File: src/hw/ipcl_consts.svh
// constants: register indices, field positions, reset values and timing
`ifndef IPCL_CONSTS_SVH
`define IPCL_CONSTS_SVH

`define IPCL_IDX_ELEC 10'h053
`define IPCL_IDX_HOLD 10'h054
`define IPCL_IDX_LCLR 10'h060
`define IPCL_IDX_STAT 10'h061
`define IPCL_IDX_SCLR 10'h062
`define IPCL_IDX_IEN 10'h063

`define IPCL_ELEC_DRV 3
`define IPCL_ELEC_OD 2
`define IPCL_ELEC_POL 1
`define IPCL_ELEC_EDGE 0
`define IPCL_ELEC_PIN_B_SHIFT 4
`define IPCL_HOLD_IN_EN_A 4
`define IPCL_HOLD_RSV_MASK 8'h3f
`define IPCL_LCLR_BIT 0

`define IPCL_ELEC_RST 8'h00
`define IPCL_HOLD_RST 8'h00
`define IPCL_MODE_NONLATCH 4'h0
`define IPCL_MODE_LATCH 4'hf

`define IPCL_ST_FIRE_A 0
`define IPCL_ST_TRIG_A 2
`define IPCL_ST_W 4

`define IPCL_CLK_MHZ 40
`define IPCL_HOLD_BASE_NS 312500
`define IPCL_HOLD_BASE_CYC ((`IPCL_HOLD_BASE_NS * `IPCL_CLK_MHZ) / 1000)

`endif

File: src/hw/ipcl_pkg.sv
// package: types shared by the interrupt pin control block
package ipcl_pkg;
    typedef enum logic [1:0] {HS_IDLE, HS_TIMED, HS_LATCHED} ipcl_hold_e;
    typedef logic [7:0] ipcl_reg_t;
endpackage

File: src/hw/ipcl_hold.sv
// hold engine: non-latched, temporary and latched interrupt hold per pin
`timescale 1ns/100ps
`include "ipcl_consts.svh"
module ipcl_hold #(
    parameter int BASE_CYC = `IPCL_HOLD_BASE_CYC,
    parameter int CNT_W = 27
) (
    input wire logic sys_clk,
    input wire logic rst_n,
    input wire logic [3:0] mode,
    input wire logic latch_clr,
    input wire logic src,
    output logic held_o,
    output logic fire_o
);
    ipcl_pkg::ipcl_hold_e state_r;
    logic [CNT_W-1:0] cnt_r;
    logic [CNT_W-1:0] dur;
    logic src_d_r;
    logic fire_r;
    logic rise;

    assign rise = src & ~src_d_r;
    // duration doubles with each code step above the base
    assign dur = CNT_W'(BASE_CYC) << (mode - 4'h1);
    assign held_o = src | (state_r != ipcl_pkg::HS_IDLE);
    assign fire_o = fire_r;

    always_ff @(posedge sys_clk) begin
        if (!rst_n) begin
            src_d_r <= 1'b0;
            fire_r <= 1'b0;
        end else begin
            src_d_r <= src;
            fire_r <= rise;
        end
    end

    always_ff @(posedge sys_clk) begin
        if (!rst_n) begin
            state_r <= ipcl_pkg::HS_IDLE;
            cnt_r <= '0;
        end else begin
            case (state_r)
                ipcl_pkg::HS_IDLE: begin
                    if (rise && mode == `IPCL_MODE_LATCH) begin
                        state_r <= ipcl_pkg::HS_LATCHED;
                    end else if (rise && mode != `IPCL_MODE_NONLATCH) begin
                        state_r <= ipcl_pkg::HS_TIMED;
                        cnt_r <= dur;
                    end
                end
                ipcl_pkg::HS_TIMED: begin
                    if (mode == `IPCL_MODE_NONLATCH) begin
                        state_r <= ipcl_pkg::HS_IDLE;
                    end else if (rise && mode == `IPCL_MODE_LATCH) begin
                        state_r <= ipcl_pkg::HS_LATCHED;
                    end else if (rise) begin
                        cnt_r <= dur;
                    end else if (cnt_r <= CNT_W'(1)) begin
                        state_r <= ipcl_pkg::HS_IDLE;
                    end else begin
                        cnt_r <= cnt_r - CNT_W'(1);
                    end
                end
                ipcl_pkg::HS_LATCHED: begin
                    // a new event in the clearing cycle keeps the latch
                    if (mode == `IPCL_MODE_NONLATCH) begin
                        state_r <= ipcl_pkg::HS_IDLE;
                    end else if (latch_clr && !rise) begin
                        state_r <= ipcl_pkg::HS_IDLE;
                    end
                end
                default: begin
                    state_r <= ipcl_pkg::HS_IDLE;
                end
            endcase
        end
    end

    AST_NONLATCH_IDLE: assert property (@(posedge sys_clk) disable iff (!rst_n)
        mode == `IPCL_MODE_NONLATCH |=> state_r == ipcl_pkg::HS_IDLE)
        else $error("hold engine active in non-latched mode");
    AST_LATCH_KEEPS: assert property (@(posedge sys_clk) disable iff (!rst_n)
        state_r == ipcl_pkg::HS_LATCHED && !latch_clr &&
        mode != `IPCL_MODE_NONLATCH |=> state_r == ipcl_pkg::HS_LATCHED)
        else $error("latched interrupt released without clear");
    AST_TIMED_LOAD: assert property (@(posedge sys_clk) disable iff (!rst_n)
        state_r != ipcl_pkg::HS_LATCHED &&
        rise && mode != `IPCL_MODE_NONLATCH && mode != `IPCL_MODE_LATCH
        |=> state_r == ipcl_pkg::HS_TIMED && cnt_r == $past(dur))
        else $error("temporary hold not loaded with its duration");
    AST_TIMED_RELEASE: assert property (@(posedge sys_clk) disable iff (!rst_n)
        state_r == ipcl_pkg::HS_TIMED && cnt_r == CNT_W'(1) && !rise
        |=> state_r == ipcl_pkg::HS_IDLE)
        else $error("temporary hold not released at end of duration");
    AST_LATCH_CLEAR: assert property (@(posedge sys_clk) disable iff (!rst_n)
        state_r == ipcl_pkg::HS_LATCHED && latch_clr && !rise
        |=> state_r == ipcl_pkg::HS_IDLE ##1 (!held_o || src || $past(rise)))
        else $error("latched interrupt not released by clear");
endmodule

File: src/hw/ipcl_top.sv
// top: interrupt pin electrical control, hold modes and apb registers
//
// The implementer's own choice: the APB slave port.
`timescale 1ns/100ps
`include "ipcl_consts.svh"
// Operation
// - per-pin drive enable bit switches output driver
// - per-pin bit selects push-pull or open-drain
// - polarity governs output, else power trigger input
// - queue tagging ignores the pin polarity
// - per-pin bit selects edge or level input
// - per-pin input enables; bits 7:6 reserved
// - mode code 0 non-latched, 15 latched
// - temporary holds from 312.5 us doubling
// - direct interrupts bypass every hold mode
// - both control registers reset to zero
module ipcl_top #(
    parameter int HOLD_BASE_CYC = `IPCL_HOLD_BASE_CYC,
    parameter int HOLD_CNT_W = 27
) (
    input wire logic sys_clk,
    input wire logic rst_n,
    input wire logic [11:0] paddr,
    input wire logic psel,
    input wire logic penable,
    input wire logic pwrite,
    input wire logic [31:0] pwdata,
    input wire logic [3:0] pstrb,
    output logic [31:0] prdata,
    output logic pready,
    output logic pslverr,
    input wire logic irq_pin_a_held_src,
    input wire logic irq_pin_a_direct_src,
    input wire logic irq_pin_a_i,
    input wire logic queue_tag_pin_a_enable,
    output logic irq_pin_a_o,
    output logic irq_pin_a_oe,
    output logic pin_a_power_trigger,
    output logic pin_a_queue_tag,
    input wire logic irq_pin_b_held_src,
    input wire logic irq_pin_b_direct_src,
    input wire logic irq_pin_b_i,
    input wire logic queue_tag_pin_b_enable,
    output logic irq_pin_b_o,
    output logic irq_pin_b_oe,
    output logic pin_b_power_trigger,
    output logic pin_b_queue_tag,
    output logic irq_o
);
    ipcl_pkg::ipcl_reg_t elec_r;
    ipcl_pkg::ipcl_reg_t hold_r;
    logic [`IPCL_ST_W-1:0] stat_r;
    logic [`IPCL_ST_W-1:0] ien_r;
    logic [`IPCL_ST_W-1:0] sclr;
    logic [`IPCL_ST_W-1:0] events;
    logic [31:0] prdata_r;
    logic [31:0] rd_val;
    logic [9:0] idx;
    logic hit;
    logic wr_acc;
    logic latch_clr;

    logic [1:0] drv_en;
    logic [1:0] od_sel;
    logic [1:0] pol;
    logic [1:0] edge_sel;
    logic [1:0] in_en;
    logic [1:0] held_src;
    logic [1:0] direct_src;
    logic [1:0] pin_i;
    logic [1:0] tag_en;
    logic [1:0] held;
    logic [1:0] fire;
    logic [1:0] asserted;
    logic [1:0] lvl;
    logic [1:0] act;
    logic [1:0] sync1_r;
    logic [1:0] sync2_r;
    logic [1:0] act_prev_r;
    logic [1:0] trig_r;
    logic [1:0] tag_r;
    logic [1:0] pin_o_r;
    logic [1:0] pin_oe_r;

    assign held_src = {irq_pin_b_held_src, irq_pin_a_held_src};
    assign direct_src = {irq_pin_b_direct_src, irq_pin_a_direct_src};
    assign pin_i = {irq_pin_b_i, irq_pin_a_i};
    assign tag_en = {queue_tag_pin_b_enable, queue_tag_pin_a_enable};

    // apb slave: zero wait states, read data captured in the setup cycle
    assign idx = paddr[11:2];
    assign pready = 1'b1;
    assign wr_acc = psel & penable & pwrite & hit;
    assign pslverr = psel & penable & ~hit;
    assign prdata = prdata_r;
    assign latch_clr = wr_acc & (idx == `IPCL_IDX_LCLR) & pstrb[0] &
        pwdata[`IPCL_LCLR_BIT];
    assign sclr = (wr_acc && idx == `IPCL_IDX_SCLR && pstrb[0]) ?
        pwdata[`IPCL_ST_W-1:0] : '0;

    always_comb begin
        hit = 1'b1;
        rd_val = 32'h0000_0000;
        case (idx)
            `IPCL_IDX_ELEC: begin
                rd_val = {24'h00_0000, elec_r};
            end
            `IPCL_IDX_HOLD: begin
                rd_val = {24'h00_0000, hold_r & `IPCL_HOLD_RSV_MASK};
            end
            `IPCL_IDX_STAT: begin
                rd_val = {28'h000_0000, stat_r};
            end
            `IPCL_IDX_IEN: begin
                rd_val = {28'h000_0000, ien_r};
            end
            `IPCL_IDX_LCLR, `IPCL_IDX_SCLR: begin
                rd_val = 32'h0000_0000;
            end
            default: begin
                hit = 1'b0;
            end
        endcase
    end

    always_ff @(posedge sys_clk) begin
        if (!rst_n) begin
            prdata_r <= 32'h0000_0000;
        end else if (psel && !penable) begin
            prdata_r <= rd_val;
        end
    end

    always_ff @(posedge sys_clk) begin
        if (!rst_n) begin
            elec_r <= `IPCL_ELEC_RST;
            hold_r <= `IPCL_HOLD_RST;
            ien_r <= '0;
        end else if (wr_acc && pstrb[0]) begin
            if (idx == `IPCL_IDX_ELEC) begin
                elec_r <= pwdata[7:0];
            end
            if (idx == `IPCL_IDX_HOLD) begin
                hold_r <= pwdata[7:0] & `IPCL_HOLD_RSV_MASK;
            end
            if (idx == `IPCL_IDX_IEN) begin
                ien_r <= pwdata[`IPCL_ST_W-1:0];
            end
        end
    end

    // sticky status: a new event beats a clear in the same cycle
    assign events = {trig_r, fire};
    always_ff @(posedge sys_clk) begin
        if (!rst_n) begin
            stat_r <= '0;
        end else begin
            stat_r <= (stat_r & ~sclr) | events;
        end
    end
    assign irq_o = |(stat_r & ien_r);

    // field extraction, electrical fields pin a in the low nibble, pin b in the high one; input enables at hold bits 4 and 5
    always_comb begin
        for (int i = 0; i < 2; i++) begin
            drv_en[i] = elec_r[`IPCL_ELEC_PIN_B_SHIFT * i + `IPCL_ELEC_DRV];
            od_sel[i] = elec_r[`IPCL_ELEC_PIN_B_SHIFT * i + `IPCL_ELEC_OD];
            pol[i] = elec_r[`IPCL_ELEC_PIN_B_SHIFT * i + `IPCL_ELEC_POL];
            edge_sel[i] = elec_r[`IPCL_ELEC_PIN_B_SHIFT * i + `IPCL_ELEC_EDGE];
            in_en[i] = hold_r[`IPCL_HOLD_IN_EN_A + i];
        end
    end

    ipcl_hold #(
        .BASE_CYC(HOLD_BASE_CYC),
        .CNT_W(HOLD_CNT_W)
    ) u_hold_a (
        .sys_clk(sys_clk),
        .rst_n(rst_n),
        .mode(hold_r[3:0]),
        .latch_clr(latch_clr),
        .src(held_src[0]),
        .held_o(held[0]),
        .fire_o(fire[0])
    );

    ipcl_hold #(
        .BASE_CYC(HOLD_BASE_CYC),
        .CNT_W(HOLD_CNT_W)
    ) u_hold_b (
        .sys_clk(sys_clk),
        .rst_n(rst_n),
        .mode(hold_r[3:0]),
        .latch_clr(latch_clr),
        .src(held_src[1]),
        .held_o(held[1]),
        .fire_o(fire[1])
    );

    // output stage: direct sources never pass the hold engine
    always_comb begin
        for (int i = 0; i < 2; i++) begin
            asserted[i] = held[i] | direct_src[i];
            lvl[i] = pol[i] ? asserted[i] : ~asserted[i];
        end
    end

    // open drain only ever pulls low; high comes from the board pull-up
    always_ff @(posedge sys_clk) begin
        if (!rst_n) begin
            pin_o_r <= 2'h0;
            pin_oe_r <= 2'h0;
        end else begin
            for (int i = 0; i < 2; i++) begin
                pin_o_r[i] <= od_sel[i] ? 1'b0 : lvl[i];
                pin_oe_r[i] <= drv_en[i] & (od_sel[i] ? ~lvl[i] : 1'b1);
            end
        end
    end

    // pin inputs cross from the board, two flops before use
    always_ff @(posedge sys_clk) begin
        if (!rst_n) begin
            sync1_r <= 2'h0;
            sync2_r <= 2'h0;
        end else begin
            sync1_r <= pin_i;
            sync2_r <= sync1_r;
        end
    end

    // polarity only shapes the trigger while the driver is off
    always_comb begin
        for (int i = 0; i < 2; i++) begin
            act[i] = (drv_en[i] || pol[i]) ? sync2_r[i] : ~sync2_r[i];
        end
    end

    always_ff @(posedge sys_clk) begin
        if (!rst_n) begin
            act_prev_r <= 2'h0;
            trig_r <= 2'h0;
            tag_r <= 2'h0;
        end else begin
            act_prev_r <= act;
            for (int i = 0; i < 2; i++) begin
                trig_r[i] <= in_en[i] & (edge_sel[i] ?
                    (act[i] & ~act_prev_r[i]) : act[i]);
                tag_r[i] <= in_en[i] & tag_en[i] & sync2_r[i];
            end
        end
    end

    assign irq_pin_a_o = pin_o_r[0];
    assign irq_pin_a_oe = pin_oe_r[0];
    assign irq_pin_b_o = pin_o_r[1];
    assign irq_pin_b_oe = pin_oe_r[1];
    assign pin_a_power_trigger = trig_r[0];
    assign pin_b_power_trigger = trig_r[1];
    assign pin_a_queue_tag = tag_r[0];
    assign pin_b_queue_tag = tag_r[1];

    AST_RESET_VALUES: assert property (@(posedge sys_clk)
        !rst_n |=> elec_r == 8'h00 && hold_r == 8'h00 && pin_oe_r == 2'h0)
        else $error("control registers not zero after reset");

    AST_STAT_SET_WINS: assert property (@(posedge sys_clk)
        disable iff (!rst_n)
        |(events & sclr)
        |=> (stat_r & $past(events & sclr)) == $past(events & sclr))
        else $error("status event lost against clear");

    AST_STAT_CLEAR: assert property (@(posedge sys_clk)
        disable iff (!rst_n)
        (events & sclr) == '0
        |=> (stat_r & $past(sclr)) == '0)
        else $error("status bit survived its clear");

    // byte lane 0 carries every field, so without it nothing may change
    AST_STRB_IGNORED: assert property (@(posedge sys_clk)
        disable iff (!rst_n)
        psel && penable && pwrite && !pstrb[0]
        |=> $stable(elec_r) && $stable(hold_r) && $stable(ien_r))
        else $error("write without byte lane 0 changed a register");

    AST_ELEC_WRITE: assert property (@(posedge sys_clk)
        disable iff (!rst_n)
        wr_acc && pstrb[0] && idx == `IPCL_IDX_ELEC
        |=> elec_r == $past(pwdata[7:0]))
        else $error("electrical control write not stored");

    AST_RSV_DROPPED: assert property (@(posedge sys_clk)
        disable iff (!rst_n)
        wr_acc && pstrb[0] && idx == `IPCL_IDX_HOLD
        |=> hold_r == ($past(pwdata[7:0]) & `IPCL_HOLD_RSV_MASK))
        else $error("hold control write kept reserved bits");

    AST_UNMAPPED_ERR: assert property (@(posedge sys_clk)
        disable iff (!rst_n)
        psel && penable && !hit
        |-> pslverr && prdata == 32'h0000_0000 && !wr_acc)
        else $error("unmapped access not refused");

    for (genvar gi = 0; gi < 2; gi++) begin : g_chk
        AST_DRIVE_OFF: assert property (@(posedge sys_clk)
            disable iff (!rst_n)
            !drv_en[gi] |=> !pin_oe_r[gi])
            else $error("pin driven while its driver is disabled");
        AST_OPEN_DRAIN: assert property (@(posedge sys_clk)
            disable iff (!rst_n)
            drv_en[gi] && od_sel[gi]
            |=> !pin_o_r[gi] && (pin_oe_r[gi] == !$past(lvl[gi])))
            else $error("open drain pin drove a high level");
        AST_POLARITY: assert property (@(posedge sys_clk)
            disable iff (!rst_n)
            drv_en[gi] && !od_sel[gi] && held[gi]
            |=> pin_oe_r[gi] && pin_o_r[gi] == $past(pol[gi]))
            else $error("asserted push-pull level ignores polarity");
        AST_TAG_RAW: assert property (@(posedge sys_clk)
            disable iff (!rst_n)
            in_en[gi] && tag_en[gi] |=> tag_r[gi] == $past(sync2_r[gi]))
            else $error("queue tag depends on polarity");
        AST_EDGE_PULSE: assert property (@(posedge sys_clk)
            disable iff (!rst_n)
            $past(edge_sel[gi]) && edge_sel[gi] && trig_r[gi]
            |=> !trig_r[gi])
            else $error("edge trigger longer than one cycle");
        AST_INPUT_OFF: assert property (@(posedge sys_clk)
            disable iff (!rst_n)
            !in_en[gi] |=> !trig_r[gi] && !tag_r[gi])
            else $error("disabled input produced a trigger or tag");
        AST_DIRECT_PASS: assert property (@(posedge sys_clk)
            disable iff (!rst_n)
            direct_src[gi] && drv_en[gi] && !od_sel[gi]
            |=> pin_o_r[gi] == $past(pol[gi]))
            else $error("direct interrupt did not reach the pin");
        AST_TRIG_LEVEL: assert property (@(posedge sys_clk)
            disable iff (!rst_n)
            in_en[gi] && !edge_sel[gi] && !drv_en[gi]
            |=> trig_r[gi] == ($past(sync2_r[gi]) == $past(pol[gi])))
            else $error("level trigger ignores polarity");
        AST_PUSH_PULL_IDLE: assert property (@(posedge sys_clk)
            disable iff (!rst_n)
            drv_en[gi] && !od_sel[gi] && !held[gi] && !direct_src[gi]
            |=> pin_oe_r[gi] && pin_o_r[gi] == !$past(pol[gi]))
            else $error("idle push-pull level ignores polarity");
    end
endmodule

File: config.mk
export PLATFORM = sky130hd
export DESIGN_NAME = ipcl_top
export DESIGN_NICKNAME = d
export VERILOG_FILES = /design/src/hw/ipcl_pkg.sv /design/src/hw/ipcl_hold.sv /design/src/hw/ipcl_top.sv
export VERILOG_INCLUDE_DIRS = /design/src /design/src/hw
export SDC_FILE = /design/constraint.sdc
export NUM_CORES = 1
export LEC_CHECK = 0
export BUFFER_PORTS_ARGS = -buffer_cell sky130_fd_sc_hd__buf_4
export CORE_UTILIZATION = 60
export DETAILED_ROUTE_END_ITERATION = 6
export PLACE_DENSITY = 0.86
export SKIP_CTS_REPAIR_TIMING = 1
export SLEW_MARGIN = 20
export SYNTH_ARGS = -nofsm -noshare
export SYNTH_HDL_FRONTEND = slang
export SYNTH_HIERARCHICAL = 1
export SYNTH_SLANG_ARGS = --single-unit
File: constraint.sdc
create_clock -name sys_clk -period 8.7 [get_ports sys_clk]
set_input_delay 1.74 -clock sys_clk [delete_from_list [all_inputs] [get_ports sys_clk]]
set_output_delay 1.74 -clock sys_clk [all_outputs]
set_load 0.01 [all_outputs]
# Word-level counts from Yosys, hierarchy flattened
# Cells that the tools add are included.
# word_totals
reg_bits	130
out_inout_bits	43
wordCells	172
# op_classes
bitwise_logic	39
n_mux	43
reduce_logical	34
n_addsub	3
n_shift	1
n_eq_ne	29
magnitude_cmp	2
# op_table
op	n
$mux W27	12
$pmux W27 S2	2
$eq A10 B7 Y1 const B	6
$le A27 B1 Y1 const B	2
$sub A27 B1 Y27 const B	2
$mux W2	16
$pmux W8 S4	1
$shl A14 B4 Y27 const A	1
$and A1 B1 Y1	19
$ne A2 B2 Y1 const B	6
$not A1 Y1	12
$pmux W2 S3	2
$reduce_and A6 Y1	2
$logic_and A1 B1 Y1	10
$mux W1	9
$ne A3 B1 Y1 const B	3
$ne A3 B2 Y1 const B	3
$and A4 B4 Y4	2
$ne A4 B4 Y1 const B	2
$reduce_and A4 Y1	2
$reduce_bool A2 Y1	4
$reduce_and A2 Y1	3
$reduce_or A6 Y1	1
$eq A2 B1 Y1 const B	2
17 further kinds	27

# Longest topological paths before layout
# Gate-level depths: netlist of the first run.
# logic_depth
word_depth	11
mapped_depth	13
mapped_depth_nobuf	10

# Hierarchy
# The synthesis of the first run kept the hierarchy.
# modules_own_cells
mod	instances	seq_area_each_um2	cells_each	area_per_inst_um2
ipcl_hold (u_hold_a)	1	620.6	353	2748.9
ipcl_hold (u_hold_b)	1	620.6	350	2628.8
ipcl_top	1	880.8	225	2164.6

# Least setup slack after synthesis of the first run
# Ideal clock, no wire load.
# synth_path
path_kind	input port to output port
startpoint	in paddr[3]
endpoint	out pslverr
path_slack_ns	4.289
arrival_time_ns	2.671
required_time_ns	6.960
stages	6
path_cell_list	buf_2 > and3b_1 > buf_2 > o21ai_0 > o21ai_0 > a21oi_1
# synth_via
elab_chain_len	5
# synth_rtl
element	line	text
start: declaration	ipcl_top.sv:23	input wire logic [11:0] paddr,
$eq A10 B7 Y1	ipcl_top.sv:104	case (idx)
$reduce_or A6 Y1 (no line) *	-	
$mux W1 *	ipcl_top.sv:104	
$not A1 Y1 *	ipcl_top.sv:94	assign pslverr = psel & penable & ~hit;
$and A1 B1 Y1 *	ipcl_top.sv:94	
end: declaration	ipcl_top.sv:31	output logic pslverr,
# Mark *: on every way between the ends. The rest lies on a longest branch, timed or not.

# Final worst setup path of the first run
# layout_path
startpoint	in paddr[2]
endpoint	out pslverr
# Same word-level chain as after synthesis.

==> results of run 1 <==
[state kept, by name (all words and copies together), names as in the netlist]
name / cells
u_hold_b/state_r: 2
prdata: 8
act_prev_r: 2
stat_r: 4
u_hold_b/src_d_r: 1
u_hold_b/cnt_r: 27
u_hold_a/src_d_r: 1
sync2_r: 2
pin_o_r: 2
elec_r: 8
u_hold_a/cnt_r: 27
pin_oe_r: 2
hold_r: 6
tag_r: 2
trig_r: 2
u_hold_b/fire_o: 1
sync1_r: 2
u_hold_a/state_r: 2
ien_r: 4
u_hold_a/fire_o: 1
[cell type report]
class / instances / area, um^2
multi-input cells: 710 / 4832
fillers: 992 / 4071
flip-flops and latches: 106 / 2122
repair buffers: 60 / 450.4
clock buffers: 11 / 252.7
well taps: 168 / 210.2
inverters: 34 / 127.6
clock inverters: 5 / 45.04
[critical path: cells and delay by family]
family / cells / cell delay [ns]
buffers and inverters: 2 / 0.30
AND/OR/NAND/NOR: 1 / 0.50
AO/OA/AOI/OAI: 3 / 0.36
[final timing paths]
kind / start / endpoint / slack [ns]
worst max-delay path: paddr[2] / pslverr / 4.07
worst min-delay path: sync1_r[1] / sync2_r[1] / 0.44
worst min register to register: sync1_r[1] / sync2_r[1] / 0.44
worst max register to register: hold_r[0] / u_hold_b/cnt_r[13] / 5.21
[layout by cell type, fill, tap and decap left out, types with 12 or more instances in the layout]
master,instances
dfxtp_1,106
nor2_1,64
buf_4,60
a21oi_1,55
nand2_1,48
nand3_1,36
nor3_1,35
o21ai_0,31
inv_1,31
mux2i_1,26
a31oi_1,25
conb_1,25
nor2b_1,23
o31ai_1,23
nand4_1,20
ha_1,20
and3_1,15
nor4_1,15
o311ai_0,13
and2_1,12
[power by group through the flow]
stage                     Clock, W  Combinational (W)  Sequential (W)
final                     0.000416          0.0000522        0.000490
after floorplan                  0          0.0000399        0.000501
after global routing      0.000443          0.0000570        0.000490
after detailed placement         0          0.0000514        0.000501
after CTS                 0.000422          0.0000517        0.000490
after global placement           0          0.0000507        0.000501
[logic make-up after synthesis]
family	Yosys count	synth area share, %
buffers and inverters	135	8.942
adders and majority gates	22	3.583
AOI/OAI and AO/OA	269	25.55
and+or+nand+nor	351	27.94
DFF	106	28.14
other	2	0.09957
muxes	36	4.944
xor gates and xnor gates	7	0.8129
[through the flow]
step,hold slack (ns),cells
6_report,0.4363,1094
5_1_grt,0.4527,1094
4_1_cts,0.4376,1094
3_5_place_dp,0.4179,1078
3_3_place_gp,0.4177,1078
2_1_floorplan,0.4119,951
[routing by layer]
metal,routed length (um),part of all wire [%],track usage [%]
met1,8820,45,41.90
met2,8856,45,46.75
met3,1589,8.1,7.094
met4,462,2.3,10.74
met5,0,0,0
==> flow_summary.yaml, run 1 <==
status:
  status: "finished, final reports clean"
setup_path:
  cp_slowest_cell: "nor3b_2"
  start_kind: "primary input"
  setup.worst_path.end_class: "output pin"
  worstPathArrival_ns: 2.89
  path_max_fanout: 10
  crit_chain: "buf_4, nor3b_2, o21ai_0, o21ai_0, a21oi_1, buf_4"
  critPathRequiredTime_ns: 6.96
  slowest_delay_ns: 0.50
  r2r_cells: 9
  worst-setup-path-type: "in -> out"
cts:
  htree_levels: 3
  cts.sinks: 106
  cts_made_buffers: 9
  cts_buffer_depth: 2
  insertion_delay_ns: 0.36
  cts_tree: "yes"
  cts-root-buf: "clkbuf_16"
  clkTransAtPathRegs_ns: 0.08
logic_synthesis:
  ys_seq_area_share_pct: 28.14
  synthArstFlopShare_pct: 0
  syn_inst: 928
  yosys-top-cells-area: "dfxtp_1 (28%), a21oi_1 (3.6%), mux2i_1 (3.5%)"
  syn_area_um2: 7542
  ys_dominant_reg_cell: "dfxtp_1"
  yosysUniqueCellTypes: 94
  synth.most_common_cell: "dfxtp_1"
  ys_seq_elements: 106
  synth_edf_count: 0
  avgSynthCellArea_um2: 8.127
  yosysTopAreaCell: "dfxtp_1"
  ys_top_cells_by_count: "dfxtp_1 (106), nor2_1 (64), clkbuf_1 (56)"
  synth_warnings: 6
  synth_top_cell_area_share_pct: 28.14
global_route:
  grt_antenna_before_repair: 0
  grt_pass1_vias: 6398
  grt_pass1_wl_mm: 31.97
  grt-ovfl-total: 0
  grt_util_all_layers_pct: 30.48
  grt_max_degree: 67
pwr:
  vdd_drop_max_v: 0.00008317
  netSwitchingFraction_pct: 24.60
  leakage_nw: 3.152
  sequentialPowerShare_pct: 51.1
  power.switching_w: 0.0002357
  finalPower_w: 0.0009580
  p_per_area_nw_per_um2: 119.1
  p_clk_share_pct: 43.4
  p_int_w: 0.0007223
  p_comb_share_pct: 5.5
timing:
  period_needed_ns: 4.630
  max_clock_freq_ghz: 0.2160
  clock_skew_ns: 0.009119
  rsz0062_at_grt: "no"
  drv_slew: 0
  worst_slack_ns: 4.070
  hold_violations: 0
  fin_crit_sh_pct: 53.22
  setup_tns_ns: 0
  worst_slew_pin_slew_ns: 1.147
  relSlewSlack_pct: 22.95
  finalSetupViolations: 0
drt:
  drt-initial-drc-count: 991
  wire_per_inst_um: 18.03
  ant_nets: 0
  vias: 7321
  drt_wl_total_mm: 19.73
  drcViolationCount: 0
  firstDrtPassIters: 5
  viasPerCell: 6.692
layout:
  final_area_um2: 8040
  antenna_cells: 0
  fin_nets: 1002
  syn_to_final_growth_pct: 6.603
  drive_gt1_share_pct: 13.71
  final_util_pct: 66.38
floorplanning:
  start_util_pct: 62.27
  die_height_um: 114.1
  core-area_um2: 12110
  std_cell_rows: 40
  die_area_um2: 13020
  io_pins: 104
  die_x_um: 114.1
place:
  post-place-ws_ns: 4.093
  io_buffer_count: 49
  gp_congestion: 0.9037
  hpwl_mm: 12.95
  placed_area_um2: 7742
worst_hold_path:
  hold_path_class: "reg -> reg"
  whs_path_depth: 1
flow_run:
  drv_cap: 0
No activity file was read; power rests on OpenSTA's default activity.
==> inputs of run 2 (changes only) <==
--- a/config.mk
+++ b/config.mk
@@ -7,9 +7,9 @@
 export NUM_CORES = 1
 export LEC_CHECK = 0
 export BUFFER_PORTS_ARGS = -buffer_cell sky130_fd_sc_hd__buf_4
-export CORE_UTILIZATION = 60
+export CORE_UTILIZATION = 53
 export DETAILED_ROUTE_END_ITERATION = 6
-export PLACE_DENSITY = 0.86
+export PLACE_DENSITY = 0.8
 export SKIP_CTS_REPAIR_TIMING = 1
 export SLEW_MARGIN = 20
 export SYNTH_ARGS = -nofsm -noshare
==> constraint.sdc (replaced) <==
create_clock -name sys_clk -period 3.88 [get_ports sys_clk]
set_input_delay 0.776 -clock sys_clk [delete_from_list [all_inputs] [get_ports sys_clk]]
set_output_delay 0.776 -clock sys_clk [all_outputs]
set_load 0.01 [all_outputs]
==> flow_summary.yaml, run 2 (same netlist as run 1, synthesis figures left out) <==
setup_path:
  worstPathArrival_ns: 3.45
  path_max_fanout: 12
  worst-setup-path-type: "reg -> reg"
  setup.worst_path.end_class: "register"
  start_kind: "register"
  critPathRequiredTime_ns: 4.13
  r2r_slack_ns: 0.68
timing:
  rsz0062_at_grt: "no"
  setup_tns_ns: 0
  drv_slew: 0
  fin_crit_sh_pct: 82.35
  clock_skew_ns: 0.008023
  finalSetupViolations: 0
  max_clock_freq_ghz: 0.3130
  period_needed_ns: 3.195
  hold_violations: 0
  worst_slew_pin_slew_ns: 1.080
  relSlewSlack_pct: 27.45
floorplanning:
  die_area_um2: 14710
  io_pins: 104
  start_util_pct: 54.34
  core-area_um2: 13880
  std_cell_rows: 43
  die_height_um: 121.3
  die_x_um: 121.3
drt:
  wire_per_inst_um: 18.00
  vias: 7355
  drt_wl_total_mm: 20.13
  drcViolationCount: 0
  viasPerCell: 6.579
  drt-initial-drc-count: 811
  ant_nets: 0
  firstDrtPassIters: 5
layout:
  syn_to_final_growth_pct: 8.145
  layout_common_cells: "dfxtp_1 (106), buf_4 (72), nor2_1 (64), a21oi_1 (55), nand2_1 (48)"
  antenna_cells: 0
  top_regs: "u_hold_a/cnt_r (27), u_hold_b/cnt_r (27)"
  final_common_cell: "dfxtp_1"
  final_area_um2: 8157
  drive_gt1_share_pct: 14.82
  fin_nets: 1014
  final_util_pct: 58.76
cts:
  cts_buffer_depth: 2
  cts_tree: "yes"
  cts_made_buffers: 9
  clkTransAtPathRegs_ns: 0.07
  insertion_delay_ns: 0.36
  htree_levels: 3
  cts.sinks: 106
  cts-root-buf: "clkbuf_16"
place:
  gp_congestion: 0.9125
  hpwl_mm: 13.74
  io_buffer_count: 49
  placed_area_um2: 7848
worst_hold_path:
  hold_path_class: "reg -> reg"
flow_run:
  drv_cap: 0
pwr:
  vdd_drop_max_v: 0.0002008
  p_clk_share_pct: 44.3
  p_int_w: 0.001651
  finalPower_w: 0.002182
  sequentialPowerShare_pct: 50.3
  netSwitchingFraction_pct: 24.33
  p_per_area_nw_per_um2: 267.5
  power.switching_w: 0.0005308
  leakage_nw: 3.219
  p_comb_share_pct: 5.4
status:
  status: "finished, final reports clean"
global_route:
  grt_max_degree: 52
  grt_antenna_before_repair: 0
  grt_util_all_layers_pct: 27.98
  grt_pass1_vias: 6658
  grt_pass1_wl_mm: 33.22
  grt-ovfl-total: 0
==> run 2: changes by cell type in the layout (fill, tap and decap cells not counted) <==
cell        before  now
buf_4           60   72
clkbuf_8         2    0
clkinv_2         0    1
inv_6            2    1
clkinvlp_4       1    0
clkinv_4         1    2
inv_8            1    2
bufinv_16        0    1
==> run 2: stage by stage <==
stage	std cells	setup WS (ns)	hold slack (ns)
after floorplan	951	0.5636	0.4119
final	1118	0.6847	0.4483
after global placement	1102	0.8956	0.4147
after CTS	1118	0.7442	0.4529
after detailed placement	1102	0.7766	0.4355
after global routing	1118	0.4475	0.4805
==> run 2: worst paths after layout <==
path	startpoint	to	depth (start not counted)
hold reg to reg	sync1_r[0]	sync2_r[0]	1
setup reg to reg	hold_r[0]	u_hold_b/cnt_r[13]	9
hold / removal	sync1_r[0]	sync2_r[0]	1
setup / recovery	hold_r[0]	u_hold_b/cnt_r[13]	9
==> run 2: routing by layer <==
| metal | vias up | global-route usage, % | share of wire, % |
|---|---|---|---|
| li1 | 3491 | - | - |
| met5 | - | 0 | 0 |
| met3 | 41 | 5.263 | 8.5 |
| met1 | 3460 | 37.23 | 43 |
| met2 | 363 | 44.00 | 46 |
| met4 | 0 | 11.73 | 2.3 |
==> run 2: layout make-up <==
| type | count | area [um^2] |
|---|---|---|
| clock buffers | 9 | 225.2 |
| clock inverters | 7 | 83.83 |
| fillers | 1272 | 5724 |
| inverters | 34 | 127.6 |
| multi-input cells | 710 | 4832 |
| flip-flops and latches | 106 | 2122 |
| well taps | 180 | 225.2 |
| repair buffers | 72 | 540.5 |
==> run 2: power by group through the flow <==
stage	Combinational (W)	Clock (W)	Sequential (W)
2_1_floorplan	0.0000894	0	0.00112
3_3_place_gp	0.000114	0	0.00112
3_5_place_dp	0.000116	0	0.00112
4_1_cts	0.000116	0.000979	0.00110
5_1_grt	0.000128	0.00103	0.00110
6_report	0.000118	0.000966	0.00110
==> run 2: worst max-delay path, stage by stage, from the launching register on <==
cell and delay (ns):
dfxtp_1 0.55, inv_1 0.22, ha_1 0.31, ha_1 0.32
clkinv_1 0.25, ha_1 0.44, o311a_1 0.30, o311ai_0 0.28
o21ai_0 0.14, o32ai_1 0.28
